[src/e1s_params.svh]
`ifndef E1S_PARAMS_SVH
`define E1S_PARAMS_SVH

////////////////////////////////////////////////////////////////////////////////
// Register addresses on the microprocessor port.
`define E1S_ADDR_SYNC     5'h10
`define E1S_ADDR_FAS      5'h11
`define E1S_ADDR_TIMER    5'h12
`define E1S_ADDR_NFAS     5'h13

// Reset values: all alignments start lost.
`define E1S_SYNC_RESET    8'he0
`define E1S_TIMER_RESET   8'h00
`define E1S_CAPT_RESET    8'h00

// Timer status field positions.
`define E1S_TMR_HALF      7
`define E1S_TMR_ONE       6
`define E1S_TMR_T1        5
`define E1S_TMR_T2        4
`define E1S_TMR_LONG      3
`define E1S_TMR_SHORT     2
`define E1S_TMR_MS        1
`define E1S_TMR_KEEP      0

// Timing.
`define E1S_CLK_PERIOD_NS 50
`define E1S_MS_NS         1000000
`define E1S_MS_CYCLES     (`E1S_MS_NS / `E1S_CLK_PERIOD_NS)
`define E1S_SHORT_MS      9'h008
`define E1S_LONG_MS       9'h190
`define E1S_HALF_SEC_MS   9'h1f4
`define E1S_LOSS_MS       9'h064
`define E1S_REGAIN_MS     9'h00a
`define E1S_KEEP_MS       9'h064
`endif

[src/e1s_pkg.sv]
package e1s_pkg;
    typedef logic [7:0] e1s_byte_t;

    // Indications from the receive framer, one clock domain with this block.
    typedef struct packed {
        logic basic_loss;
        logic sig_multiframe_loss;
        logic crc4_multiframe_loss;
        logic crc4_sync;
        logic non_normal;
        logic all_ones_alarm;
    } e1s_rx_s;

    // Static operating options.
    typedef struct packed {
        logic maintenance;
        logic auto_interwork;
        logic free_run;
    } e1s_cfg_s;

    typedef enum logic [3:0] {
        E1S_CRC_IDLE    = 4'b0001,
        E1S_CRC_SEARCH  = 4'b0010,
        E1S_CRC_ALIGNED = 4'b0100,
        E1S_CRC_SPARE   = 4'b1000
    } e1s_crc_e;
endpackage

[src/e1s_persist.sv]
`include "e1s_params.svh"
// Persistence timer: raises hit once cond has held for limit millisecond ticks.
module e1s_persist
    import e1s_pkg::*;
(
    // Clock and reset.
    input  wire logic       ref_clk,
    input  wire logic       rst_n,
    // Condition and time base.
    input  wire logic       ms_tick,
    input  wire logic       cond,
    input  wire logic [8:0] limit,
    // Result.
    output logic            hit
);
    logic [8:0] cnt_reg;
    logic [8:0] cnt_next;
    logic       hit_reg;
    logic       hit_next;

    // Any drop of the condition restarts the count, so glitches never accumulate.
    always_comb begin
        cnt_next = cnt_reg;
        hit_next = 1'b0;
        if (!cond) begin
            cnt_next = 9'h000;
        end else begin
            if (ms_tick && (cnt_reg != limit)) begin
                cnt_next = cnt_reg + 9'h001;
            end
            hit_next = (cnt_reg == limit);
        end
    end

    always_ff @(posedge ref_clk) begin
        if (!rst_n) begin
            cnt_reg <= 9'h000;
            hit_reg <= 1'b0;
        end else begin
            cnt_reg <= cnt_next;
            hit_reg <= hit_next;
        end
    end

    assign hit = hit_reg;
endmodule

[src/e1s_sync_status.sv]
`include "e1s_params.svh"
// Receive synchronisation, timer and overhead-bit status bank.
module e1s_sync_status
    import e1s_pkg::*;
#(
    parameter int MS_CYCLES = `E1S_MS_CYCLES
)
(
    // Clock and reset.
    input  wire logic       ref_clk,
    input  wire logic       rst_n,
    // Microprocessor port pins.
    input  wire logic       cpu_cs_n,
    input  wire logic       cpu_rd_n,
    input  wire logic [4:0] cpu_addr,
    output logic [7:0]      cpu_data_out,
    output logic            cpu_data_oe,
    // Receive framer indications and operating options.
    input  wire e1s_rx_s    rx,
    input  wire e1s_cfg_s   cfg,
    input  wire logic       ebit_valid,
    input  wire logic [1:0] ebit_pair,
    input  wire logic       fas_valid,
    input  wire e1s_byte_t  fas_word,
    input  wire logic       nfas_valid,
    input  wire e1s_byte_t  nfas_word,
    // Frame search request.
    output logic            force_reframe
);

    ////////////////////////////////////////////////////////////////////////////
    // Register read decode, used by the data path only; the enable follows any read.
    function automatic logic e1s_hit(input logic [4:0] a);
        e1s_hit = (a >= `E1S_ADDR_SYNC) && (a <= `E1S_ADDR_NFAS);
    endfunction

    ////////////////////////////////////////////////////////////////////////////
    // Pin synchronisers: strobes and address are asynchronous to ref_clk.
    logic [6:0] pin_s1_reg;
    logic [6:0] pin_s2_reg;
    logic       rd_act;
    logic [4:0] rd_addr;

    always_ff @(posedge ref_clk) begin
        if (!rst_n) begin
            pin_s1_reg <= 7'h7f;
            pin_s2_reg <= 7'h7f;
        end else begin
            pin_s1_reg <= {cpu_cs_n, cpu_rd_n, cpu_addr};
            pin_s2_reg <= pin_s1_reg;
        end
    end

    assign rd_act  = !pin_s2_reg[6] && !pin_s2_reg[5];
    assign rd_addr = pin_s2_reg[4:0];

    ////////////////////////////////////////////////////////////////////////////
    // Millisecond base; once CRC-4 aligned it is pulled onto the received sync.
    logic [15:0] ms_cnt_reg;
    logic [15:0] ms_cnt_next;
    logic        ms_tick;
    e1s_crc_e    crc_reg;
    e1s_crc_e    crc_next;

    assign ms_tick = (ms_cnt_reg == 16'(MS_CYCLES - 1)) ||
                     ((crc_reg == E1S_CRC_ALIGNED) && rx.crc4_sync);

    always_comb begin
        ms_cnt_next = ms_cnt_reg + 16'h0001;
        if (ms_tick) begin
            ms_cnt_next = 16'h0000;
        end
    end

    always_ff @(posedge ref_clk) begin
        if (!rst_n) begin
            ms_cnt_reg <= 16'h0000;
        end else begin
            ms_cnt_reg <= ms_cnt_next;
        end
    end

    ////////////////////////////////////////////////////////////////////////////
    // CRC-4 multiframe search with its 8 ms and 400 ms timers.
    logic [8:0] crc_ms_reg;
    logic [8:0] crc_ms_next;
    logic       reframe_reg;
    logic       reframe_next;
    logic       iwk_reg;
    logic       iwk_next;
    logic       force_reg;
    logic       force_next;
    logic       short_exp;
    logic       long_exp;

    assign short_exp = (crc_reg == E1S_CRC_SEARCH) && ms_tick && (crc_ms_reg == `E1S_SHORT_MS - 9'h001);
    assign long_exp  = (crc_reg == E1S_CRC_SEARCH) && ms_tick && (crc_ms_reg == `E1S_LONG_MS - 9'h001);

    always_comb begin
        crc_next     = crc_reg;
        crc_ms_next  = crc_ms_reg;
        reframe_next = reframe_reg;
        iwk_next     = iwk_reg;
        force_next   = 1'b0;
        case (crc_reg)
            E1S_CRC_IDLE: begin
                crc_ms_next  = 9'h000;
                reframe_next = 1'b0;
                if (!rx.basic_loss) begin
                    crc_next = E1S_CRC_SEARCH;
                end
            end
            E1S_CRC_SEARCH: begin
                if (ms_tick) begin
                    crc_ms_next = long_exp ? 9'h000 : crc_ms_reg + 9'h001;
                end
                if (short_exp) begin
                    reframe_next = 1'b1;
                    force_next   = cfg.maintenance && !cfg.auto_interwork;
                end
                if (long_exp) begin
                    iwk_next = 1'b0;
                end
                if (rx.basic_loss) begin
                    crc_next = E1S_CRC_IDLE;
                end else if (!rx.crc4_multiframe_loss) begin
                    crc_next     = E1S_CRC_ALIGNED;
                    reframe_next = short_exp;
                end
            end
            E1S_CRC_ALIGNED: begin
                crc_ms_next  = 9'h000;
                reframe_next = 1'b0;
                iwk_next     = 1'b1;
                if (rx.basic_loss) begin
                    crc_next = E1S_CRC_IDLE;
                end else if (rx.crc4_multiframe_loss) begin
                    crc_next = E1S_CRC_SEARCH;
                end
            end
            default: begin
                crc_next = E1S_CRC_IDLE;
            end
        endcase
    end

    always_ff @(posedge ref_clk) begin
        if (!rst_n) begin
            crc_reg     <= E1S_CRC_IDLE;
            crc_ms_reg  <= 9'h000;
            reframe_reg <= 1'b0;
            iwk_reg     <= 1'b0;
            force_reg   <= 1'b0;
        end else begin
            crc_reg     <= crc_next;
            crc_ms_reg  <= crc_ms_next;
            reframe_reg <= reframe_next;
            iwk_reg     <= iwk_next;
            force_reg   <= force_next;
        end
    end

    ////////////////////////////////////////////////////////////////////////////
    // Persistence timers for the long-loss, loss, regain and keep-alive bits.
    logic long_hit;
    logic loss_hit;
    logic regain_hit;
    logic keep_hit;

    e1s_persist u_long (
        .ref_clk (ref_clk),
        .rst_n   (rst_n),
        .ms_tick (ms_tick),
        .cond    (rx.basic_loss),
        .limit   (`E1S_LOSS_MS),
        .hit     (long_hit)
    );

    e1s_persist u_loss (
        .ref_clk (ref_clk),
        .rst_n   (rst_n),
        .ms_tick (ms_tick),
        .cond    (rx.basic_loss && !cfg.free_run),
        .limit   (`E1S_LOSS_MS),
        .hit     (loss_hit)
    );

    e1s_persist u_regain (
        .ref_clk (ref_clk),
        .rst_n   (rst_n),
        .ms_tick (ms_tick),
        .cond    (!rx.basic_loss && !rx.non_normal && !cfg.free_run),
        .limit   (`E1S_REGAIN_MS),
        .hit     (regain_hit)
    );

    e1s_persist u_keep (
        .ref_clk (ref_clk),
        .rst_n   (rst_n),
        .ms_tick (ms_tick),
        .cond    (rx.all_ones_alarm),
        .limit   (`E1S_KEEP_MS),
        .hit     (keep_hit)
    );

    ////////////////////////////////////////////////////////////////////////////
    // Status and capture registers; line events and the timers change them, never reads.
    e1s_byte_t  sync_reg;
    e1s_byte_t  sync_next;
    e1s_byte_t  timer_reg;
    e1s_byte_t  timer_next;
    e1s_byte_t  fas_reg;
    e1s_byte_t  fas_next;
    e1s_byte_t  nfas_reg;
    e1s_byte_t  nfas_next;
    logic [1:0] ebit_reg;
    logic [1:0] ebit_next;
    logic [8:0] sec_ms_reg;
    logic [8:0] sec_ms_next;

    always_comb begin
        ebit_next = ebit_valid ? ebit_pair : ebit_reg;
        fas_next  = fas_valid ? fas_word : fas_reg;
        nfas_next = nfas_valid ? nfas_word : nfas_reg;
        sync_next = {rx.basic_loss,
                     rx.sig_multiframe_loss,
                     rx.crc4_multiframe_loss,
                     ebit_reg,
                     reframe_reg,
                     long_hit && rx.basic_loss,
                     iwk_reg};
        timer_next  = timer_reg;
        sec_ms_next = sec_ms_reg;
        // Free-running mode has no line timing, so the second timers are held at zero.
        if (cfg.free_run) begin
            sec_ms_next                = 9'h000;
            timer_next[`E1S_TMR_HALF]  = 1'b0;
            timer_next[`E1S_TMR_ONE]   = 1'b0;
        end else if (ms_tick) begin
            sec_ms_next = sec_ms_reg + 9'h001;
            if (sec_ms_reg == `E1S_HALF_SEC_MS - 9'h001) begin
                sec_ms_next               = 9'h000;
                timer_next[`E1S_TMR_HALF] = !timer_reg[`E1S_TMR_HALF];
                timer_next[`E1S_TMR_ONE]  = timer_reg[`E1S_TMR_ONE] ^ timer_reg[`E1S_TMR_HALF];
            end
        end
        if (loss_hit) begin
            timer_next[`E1S_TMR_T1] = 1'b1;
        end
        if (regain_hit || cfg.free_run) begin
            timer_next[`E1S_TMR_T1] = 1'b0;
        end
        timer_next[`E1S_TMR_T2]    = regain_hit && !cfg.free_run;
        timer_next[`E1S_TMR_LONG]  = timer_reg[`E1S_TMR_LONG] ^ long_exp;
        timer_next[`E1S_TMR_SHORT] = timer_reg[`E1S_TMR_SHORT] ^ short_exp;
        timer_next[`E1S_TMR_MS]    = timer_reg[`E1S_TMR_MS] ^ ms_tick;
        timer_next[`E1S_TMR_KEEP]  = keep_hit && rx.all_ones_alarm;
    end

    always_ff @(posedge ref_clk) begin
        if (!rst_n) begin
            sync_reg   <= `E1S_SYNC_RESET;
            timer_reg  <= `E1S_TIMER_RESET;
            fas_reg    <= `E1S_CAPT_RESET;
            nfas_reg   <= `E1S_CAPT_RESET;
            ebit_reg   <= 2'h0;
            sec_ms_reg <= 9'h000;
        end else begin
            sync_reg   <= sync_next;
            timer_reg  <= timer_next;
            fas_reg    <= fas_next;
            nfas_reg   <= nfas_next;
            ebit_reg   <= ebit_next;
            sec_ms_reg <= sec_ms_next;
        end
    end

    ////////////////////////////////////////////////////////////////////////////
    // Read port: pure multiplexer, there are no write or clear-on-read paths.
    e1s_byte_t rdata_reg;
    e1s_byte_t rdata_next;
    logic      oe_reg;
    logic      oe_next;

    always_comb begin
        oe_next    = rd_act;
        rdata_next = 8'h00;
        if (rd_act && e1s_hit(rd_addr)) begin
            case (rd_addr)
                `E1S_ADDR_SYNC:  rdata_next = sync_reg;
                `E1S_ADDR_FAS:   rdata_next = fas_reg;
                `E1S_ADDR_TIMER: rdata_next = timer_reg;
                `E1S_ADDR_NFAS:  rdata_next = nfas_reg;
                default:         rdata_next = 8'h00;
            endcase
        end
    end

    always_ff @(posedge ref_clk) begin
        if (!rst_n) begin
            rdata_reg <= 8'h00;
            oe_reg    <= 1'b0;
        end else begin
            rdata_reg <= rdata_next;
            oe_reg    <= oe_next;
        end
    end

    assign cpu_data_out  = rdata_reg;
    assign cpu_data_oe   = oe_reg;
    assign force_reframe = force_reg;
endmodule

[config.mk]
export PLATFORM = sky130hd
export DESIGN_NAME = e1s_sync_status
export DESIGN_NICKNAME = d
export VERILOG_FILES = /design/src/e1s_pkg.sv /design/src/e1s_persist.sv /design/src/e1s_sync_status.sv
export VERILOG_INCLUDE_DIRS = /design/src
export SDC_FILE = /design/constraint.sdc
export NUM_CORES = 1
export LEC_CHECK = 0
export BUFFER_PORTS_ARGS = -buffer_cell sky130_fd_sc_hd__buf_2
export CAP_MARGIN = 0
export CORE_ASPECT_RATIO = 0.5
export CORE_MARGIN = 3
export CORE_UTILIZATION = 67
export CTS_BUF_LIST = sky130_fd_sc_hd__clkbuf_8
export CTS_CLUSTER_SIZE = 16
export DETAILED_ROUTE_END_ITERATION = 8
export GPL_TIMING_DRIVEN = 1
export PLACE_DENSITY = 0.88
export SYNTH_ARGS = -nofsm -noshare
export SYNTH_HDL_FRONTEND = slang
export SYNTH_SLANG_ARGS = --single-unit
[constraint.sdc]
create_clock -name ref_clk -period 3.65 [get_ports ref_clk]
set_input_delay 0.365 -clock ref_clk [delete_from_list [all_inputs] [get_ports ref_clk]]
set_output_delay 0.365 -clock ref_clk [all_outputs]
set_load 0.005 [all_outputs]
==> results.toml, run 1 <==
[power_and_ir_drop]
clkPwrFrac_pct = 45.0
ir_drop_v = 0.000268
p_sw_uw = 717
p_int_uw = 2280
p_per_area_nw_per_um2 = 425
swShare_pct = 23.9
power_uw = 3000
p_comb_share_pct = 3.8
p_leak_uw = 0.00247
power_frac_seq_pct = 51.2

[setup_path]
cp_num_buf_inv = 1
critical_path_arrival_ns = 2.95
max_stage_delay_ns = 0.54
cp-end-kind = "register"
worstPathRequired_ns = 4.02
critPathKind = "register to register"
path_max_fanout = 40
slowest_stage = "nand4_4"
crit_path_cell_trace = "ha_1 -> and4_1 -> nand4_4 -> buf_4 -> a211oi_1 -> mux2i_1"
reg2reg_to = "u_long.cnt_reg[8]$_SDFFE_PN0P_"
worst_r2r_path_depth = 6
start_kind = "register"
cpLargestDelayFamily = "simple AND/OR/NAND/NOR gates"
r2r-start = "ms_cnt_reg[0]$_SDFF_PP0_"
rrSetupSlack_ns = 1.07

[detailed_routing]
drtIter0Drc = 495
antenna_left = 0
drcViolationCount = 0
vias = 5352
dr.pass1.iters = 6
wl_per_cell_um = 16.1
viasPerCell = 6.19
drt_wl_total_mm = 13.9

[synth]
synth-seq-area-share_pct = 43.0
async_flop_share_pct = 0
synthFlopType = "dfxtp_1"
synth_cells = 705
yosysWarningCount = 0
syn_area_um2 = 6380
synth.distinct_cells = 59
syn-num-nets = 755
yosys-top-cells-area = "dfxtp_1, mux2i_1, nand2b_1"
synth_top_area_share_pct = 43.0
synth.avg_cell_area_um2 = 9.05
synth_edf_count = 0
synth.ff_latch_count = 137
yosys.area.top_type = "dfxtp_1"

[clock_network]
clock_sinks = 137
cts_setup_buffers = 0
cts_root_buffer = "clkbuf_8"
cts_buffer_depth = 2
numCtsBuffers = 17
clock_latency_ns = 0.45
htree_num_levels = 4
cts_resized = 0
cts_hold_buf = 0
clk_pin_slew_ns = 0.08
cts_tree = "yes"

[hold_path]
whs_path_depth = 2
hold_end = "pin_s1_reg[5]$_SDFF_PN1_"
worstHoldPathType = "input pin to register"
hp-start = "cpu_rd_n"

[sta]
hold_slack_ns = 0.0894
fmax_mhz = 388
finalCriticalPeriod_ns = 2.58
slew_viol_final = 0
slew_headroom_pct = 41.6
finalClockSkew_ns = 0.0135
finalHoldViolCount = 0
tns_ns = 0
fin_crit_sh_pct = 70.7
rsz0062_at_grt = "no"
setup_viol = 0
worst_pin_slew_ns = 0.876

[floorplan]
ios = 49
core-area_um2 = 8980
die_h_um = 75.0
rows = 24
die_w_um = 144
die-area_um2 = 10800
initial_utilization_pct = 71.1

[global_routing]
grt_usage_pct = 26.3
antenna_found_initial = 0
grt_max_degree = 41
overflow = 0
grt_pass1_vias = 4840
grt_pass1_wl_mm = 22.5

[final_layout]
nets = 784
largest_reg_flops = 16
drive_gt1_share_pct = 12.6
area_growth_syn_to_layout_pct = 10.6
instances_no_fill = 864
n_fill_cell = 594
n_antenna_cell = 0

[placement]
io_buffers = 48
dp_hpwl_mm = 9.17
placed_cells = 832
gp_congestion = 0.855

[run]
drv_cap = 0

[run_status]
status = "complete, no violations"
## area by class of cell
type / count / area (um2) / area share [%]
multi-input cells: 505 / 3390 / 48.0
flip-flops and latches: 137 / 2740 / 38.9
repair buffers: 54 / 285 / 4.04
clock buffers: 18 / 248 / 3.51
clock inverters: 14 / 179 / 2.53
well taps: 117 / 146 / 2.07
inverters: 19 / 71.3 / 1.01
## power groups by stage
stage | logic (uW) | registers, uW | clock network (uW)
after floorplan | 76.8 | 1560 | 0
after global placement | 108 | 1570 | 0
after detailed placement | 112 | 1570 | 0
after CTS | 114 | 1530 | 1360
after global routing | 127 | 1540 | 1420
final | 114 | 1530 | 1350
## worst reg2reg max path: stages, from the launching register on
cell and delay [ns]:
dfxtp_1 0.38, ha_1 0.23, and4_1 0.38, nand4_4 0.54, buf_4 0.45, a211oi_1 0.29, mux2i_1 0.23
## routing by layer
| metal | vias to the layer above | routed length (um) | GRT usage [%] |
|---|---|---|---|
| met3 | 36 | 929 | 7.61 |
| met1 | 2503 | 6350 | 33.4 |
| met2 | 209 | 6380 | 43.4 |
| met5 | - | 0 | 0 |
| li1 | 2604 | - | - |
| met4 | 0 | 255 | 9.81 |
## stage by stage
step / util [%] / setup WS (ns) / cell area, um2
2_1_floorplan: - / 1.86 / 6380
3_3_place_gp: 73.9 / 1.28 / 6630
3_5_place_dp: 73.9 / 1.16 / 6630
4_1_cts: 78.6 / 1.11 / 7060
5_1_grt: 78.6 / 0.899 / 7060
6_report: 78.6 / 1.07 / 7060
## logic make-up (layout without fill, tap and decap cells)
| family | count (synthesis) | count (layout) | synth area share (%) |
|---|---|---|---|
| multiplexers | 56 | 56 | 8.78 |
| AO/OA/AOI/OAI | 131 | 131 | 13.7 |
| buffers and inverters | 63 | 105 | 4.06 |
| flip-flops | 137 | 137 | 43.0 |
| AND/OR/NAND/NOR | 293 | 293 | 26.4 |
| XOR/XNOR | 14 | 14 | 1.92 |
| adder cells (fa/ha/maj) | 11 | 11 | 2.16 |
## cells in the mapped netlist (all sizes together), types with 5 or more instances
cell	count
and2	16
nand2b	48
clkbuf	31
dfxtp	137
nor2b	20
nand3b	5
o21ai	19
a211oi	16
nor3b	6
o211ai	5
nor2	21
xor2	10
and3	10
mux2i	56
ha	11
nand4	26
a2111o	5
nor3	7
and4	10
inv	19
a22oi	18
nand3	26
nand2	71
buf	13
a21oi	41
## cell usage in the layout, fill, tap and decap left out, types with 11 or more instances in the layout
master and count:
a211oi_1 16, a22oi_1 18, and2_1 16, nor2b_1 20
a21oi_1 41, nor2_1 21, dfxtp_1 137, ha_1 11
inv_1 19, o21ai_0 19, clkbuf_8 18, nand4_1 25
nand3_1 26, mux2i_1 56, nand2_1 71, nand2b_1 48
buf_2 48
## worst max path at each step
stage                                                 to  cells after the start  slack, ns                startpoint
after global placement    u_loss.cnt_reg[8]$_SDFFE_PN0P_                      6       1.28  ms_cnt_reg[0]$_SDFF_PP0_
after CTS                 u_long.cnt_reg[8]$_SDFFE_PN0P_                      6       1.11  ms_cnt_reg[0]$_SDFF_PP0_
after global routing      u_long.cnt_reg[8]$_SDFFE_PN0P_                      6       0.90  ms_cnt_reg[0]$_SDFF_PP0_
final                     u_long.cnt_reg[8]$_SDFFE_PN0P_                      6       1.07  ms_cnt_reg[0]$_SDFF_PP0_
after detailed placement  u_long.cnt_reg[8]$_SDFFE_PN0P_                      6       1.16  ms_cnt_reg[0]$_SDFF_PP0_
after floorplan               sec_ms_reg[8]$_SDFFE_PP0P_                      7       1.86  ms_cnt_reg[0]$_SDFF_PP0_
No activity file was read; power rests on OpenSTA's default activity.
==> run 2, diff against run 1 <==
ABC_AREA = 1   (was unset)
CORE_UTILIZATION = 56   (was 67)
PLACE_DENSITY = 0.78   (was 0.88)
clock period = 2.3 ns   (was 3.65 ns; I/O delays follow)
==> run 2 against run 1 <==
Non-clock buffer count up 9. Clock skew down 0.0032 ns. Combinational power up 78%. First-iteration DRC count down 28%. Sequential power up 59%.
==> results.toml, run 2 <==
[run_status]
status = "complete, no violations"

[sta]
worst_pin_slew_ns = 0.411
finalHoldViolCount = 0
slew_headroom_pct = 72.4
fin_crit_sh_pct = 87.4
fmax_mhz = 497
tns_ns = 0
finalClockSkew_ns = 0.0103
slew_viol_final = 0
worst_slack_ns = 0.289
finalCriticalPeriod_ns = 2.01
rsz0062_at_grt = "no"
setup_viol = 0

[global_routing]
overflow = 0
grt_pass1_wl_mm = 21.7
grt_usage_pct = 22.5
antenna_found_initial = 0
grt_max_degree = 33
grt_pass1_vias = 4779

[clock_network]
cts_root_buffer = "clkbuf_8"
cts_setup_buffers = 0
numCtsBuffers = 17
cts_hold_buf = 9
cts_tree = "yes"
clock_latency_ns = 0.43
clk_pin_slew_ns = 0.08
cts_resized = 0
htree_num_levels = 4
cts_buffer_depth = 2
clock_sinks = 137

[setup_path]
critical_path_arrival_ns = 2.38
start_kind = "register"
worstPathRequired_ns = 2.67
path_max_fanout = 19
cp-end-kind = "register"
critPathKind = "register to register"

[synth]
yosys-top-cells-area = "dfxtp_1, nand2_1, nor2_1"
synth-seq-area-share_pct = 46.1
yosysWarningCount = 0
synth_commonest_cells = "nand2_1, dfxtp_1, nor2_1, inv_1, a21oi_1"
syn-num-nets = 852
yosysMostFrequentCell = "nand2_1"
yosys.area.top_type = "dfxtp_1"
synth_top_area_share_pct = 46.1
synth_edf_count = 0
synth.distinct_cells = 32
synth.avg_cell_area_um2 = 7.41
synthFlopType = "dfxtp_1"
synth_cells = 802
async_flop_share_pct = 0
syn_area_um2 = 5950
synth.ff_latch_count = 137

[detailed_routing]
drtIter0Drc = 358
wl_per_cell_um = 12.7
drt_wl_total_mm = 12.9
vias = 5292
drcViolationCount = 0
dr.pass1.iters = 5
antenna_left = 0
viasPerCell = 5.20

[power_and_ir_drop]
power_uw = 4740
ir_drop_v = 0.000391
p_leak_uw = 0.00273
p_per_area_nw_per_um2 = 693

[placement]
dpl-instance-area_um2 = 6320
placed_cells = 977
io_buffers = 48
gp_congestion = 0.855
pre_cts_ws_ns = 0.358
dp_hpwl_mm = 8.86

[final_layout]
n_antenna_cell = 0
area_growth_syn_to_layout_pct = 14.9
instances_no_fill = 1018
final_cell_mix = "nand2_1, dfxtp_1, nor2_1"
final_area_um2 = 6830
drive_gt1_share_pct = 12.8
nets = 920
largest_reg_flops = 16
final_common_cell = "nand2_1"

[floorplan]
rows = 25
ios = 49
die-area_um2 = 12000
core-area_um2 = 9880
die_w_um = 152
die_h_um = 78.9
initial_utilization_pct = 60.2

[run]
drv_cap = 0

[hold_path]
worstHoldPathType = "input pin to register"
[run 2: cell types whose count changed after synthesis, sizes merged, moves of 20 or more]
cell / previous run / this run
mux2i: 56 / 0
a21oi: 41 / 62
nor2b: 20 / 0
nand2b: 48 / 0
or2: 0 / 20
nor2: 21 / 102
nand2: 71 / 193
clkbuf: 31 / 8
inv: 19 / 88
nor3: 7 / 33
[run 2: final timing paths]
kind                                  from                        endpoint  slack [ns]  cells after the start
hold / removal                      cfg[2]        force_reframe$_SDFF_PN0_        0.02                      3
hold reg to reg    u_regain.hit$_SDFF_PN0_       timer_reg[5]$_SDFFE_PP0P_        0.41                      1
setup reg to reg  ms_cnt_reg[0]$_SDFF_PP0_  u_loss.cnt_reg[7]$_SDFFE_PN0P_        0.29                     11
setup / recovery  ms_cnt_reg[0]$_SDFF_PP0_  u_loss.cnt_reg[7]$_SDFFE_PN0P_        0.29                     11
[run 2: final cells by class]
type,count,area (um2)
fillers,817,3050
well taps,135,169
flip-flops and latches,137,2740
clock inverters,15,185
inverters,89,334
multi-input cells,562,2790
clock buffers,17,234
repair buffers,63,375
[run 2: power breakdown]
group / leakage (uW) / internal, uW / switching (uW)
Sequential: 0.00111 / 2420 / 20.7
Clock: 0.000223 / 1170 / 928
Combinational: 0.00140 / 76.9 / 126
Total: 0.00273 / 3660 / 1070
[run 2: logic make-up (layout without fill, tap and decap cells)]
kind of cell / count (synthesis) / count (layout) / share of synthesized area, %
AO/OA/AOI/OAI: 111 / 111 / 9.93
AND/OR/NAND/NOR: 406 / 406 / 29.7
buffers and inverters: 103 / 184 / 6.94
flip-flops: 137 / 137 / 46.1
adder cells (fa/ha/maj): 11 / 11 / 2.31
XOR/XNOR: 34 / 34 / 5.01
[run 2: critical path, stage by stage (launching register included)]
cell,delay [ns]
dfxtp_1,0.36
ha_1,0.19
nand2_1,0.06
inv_1,0.08
nand2_1,0.10
nor2_1,0.15
nand2_2,0.11
nand2_4,0.25
nand2_2,0.22
inv_1,0.20
o21ai_0,0.11
a21oi_1,0.13
[run 2: stage by stage]
step / utilization, % / hold slack [ns]
after floorplan: - / 0.319
after global placement: 63.9 / 0.394
after detailed placement: 63.9 / 0.397
after CTS: 69.1 / 0.00174
after global routing: 69.1 / 0.00725
final: 69.1 / 0.0186
[run 2: per-layer routing]
layer | vias to the layer above | routed length (um) | track usage (%)
li1 | 2714 | - | -
met1 | 2424 | 6230 | 31.1
met2 | 137 | 5760 | 34.8
met3 | 17 | 729 | 5.87
met4 | 0 | 161 | 6.72
met5 | - | 0 | 0
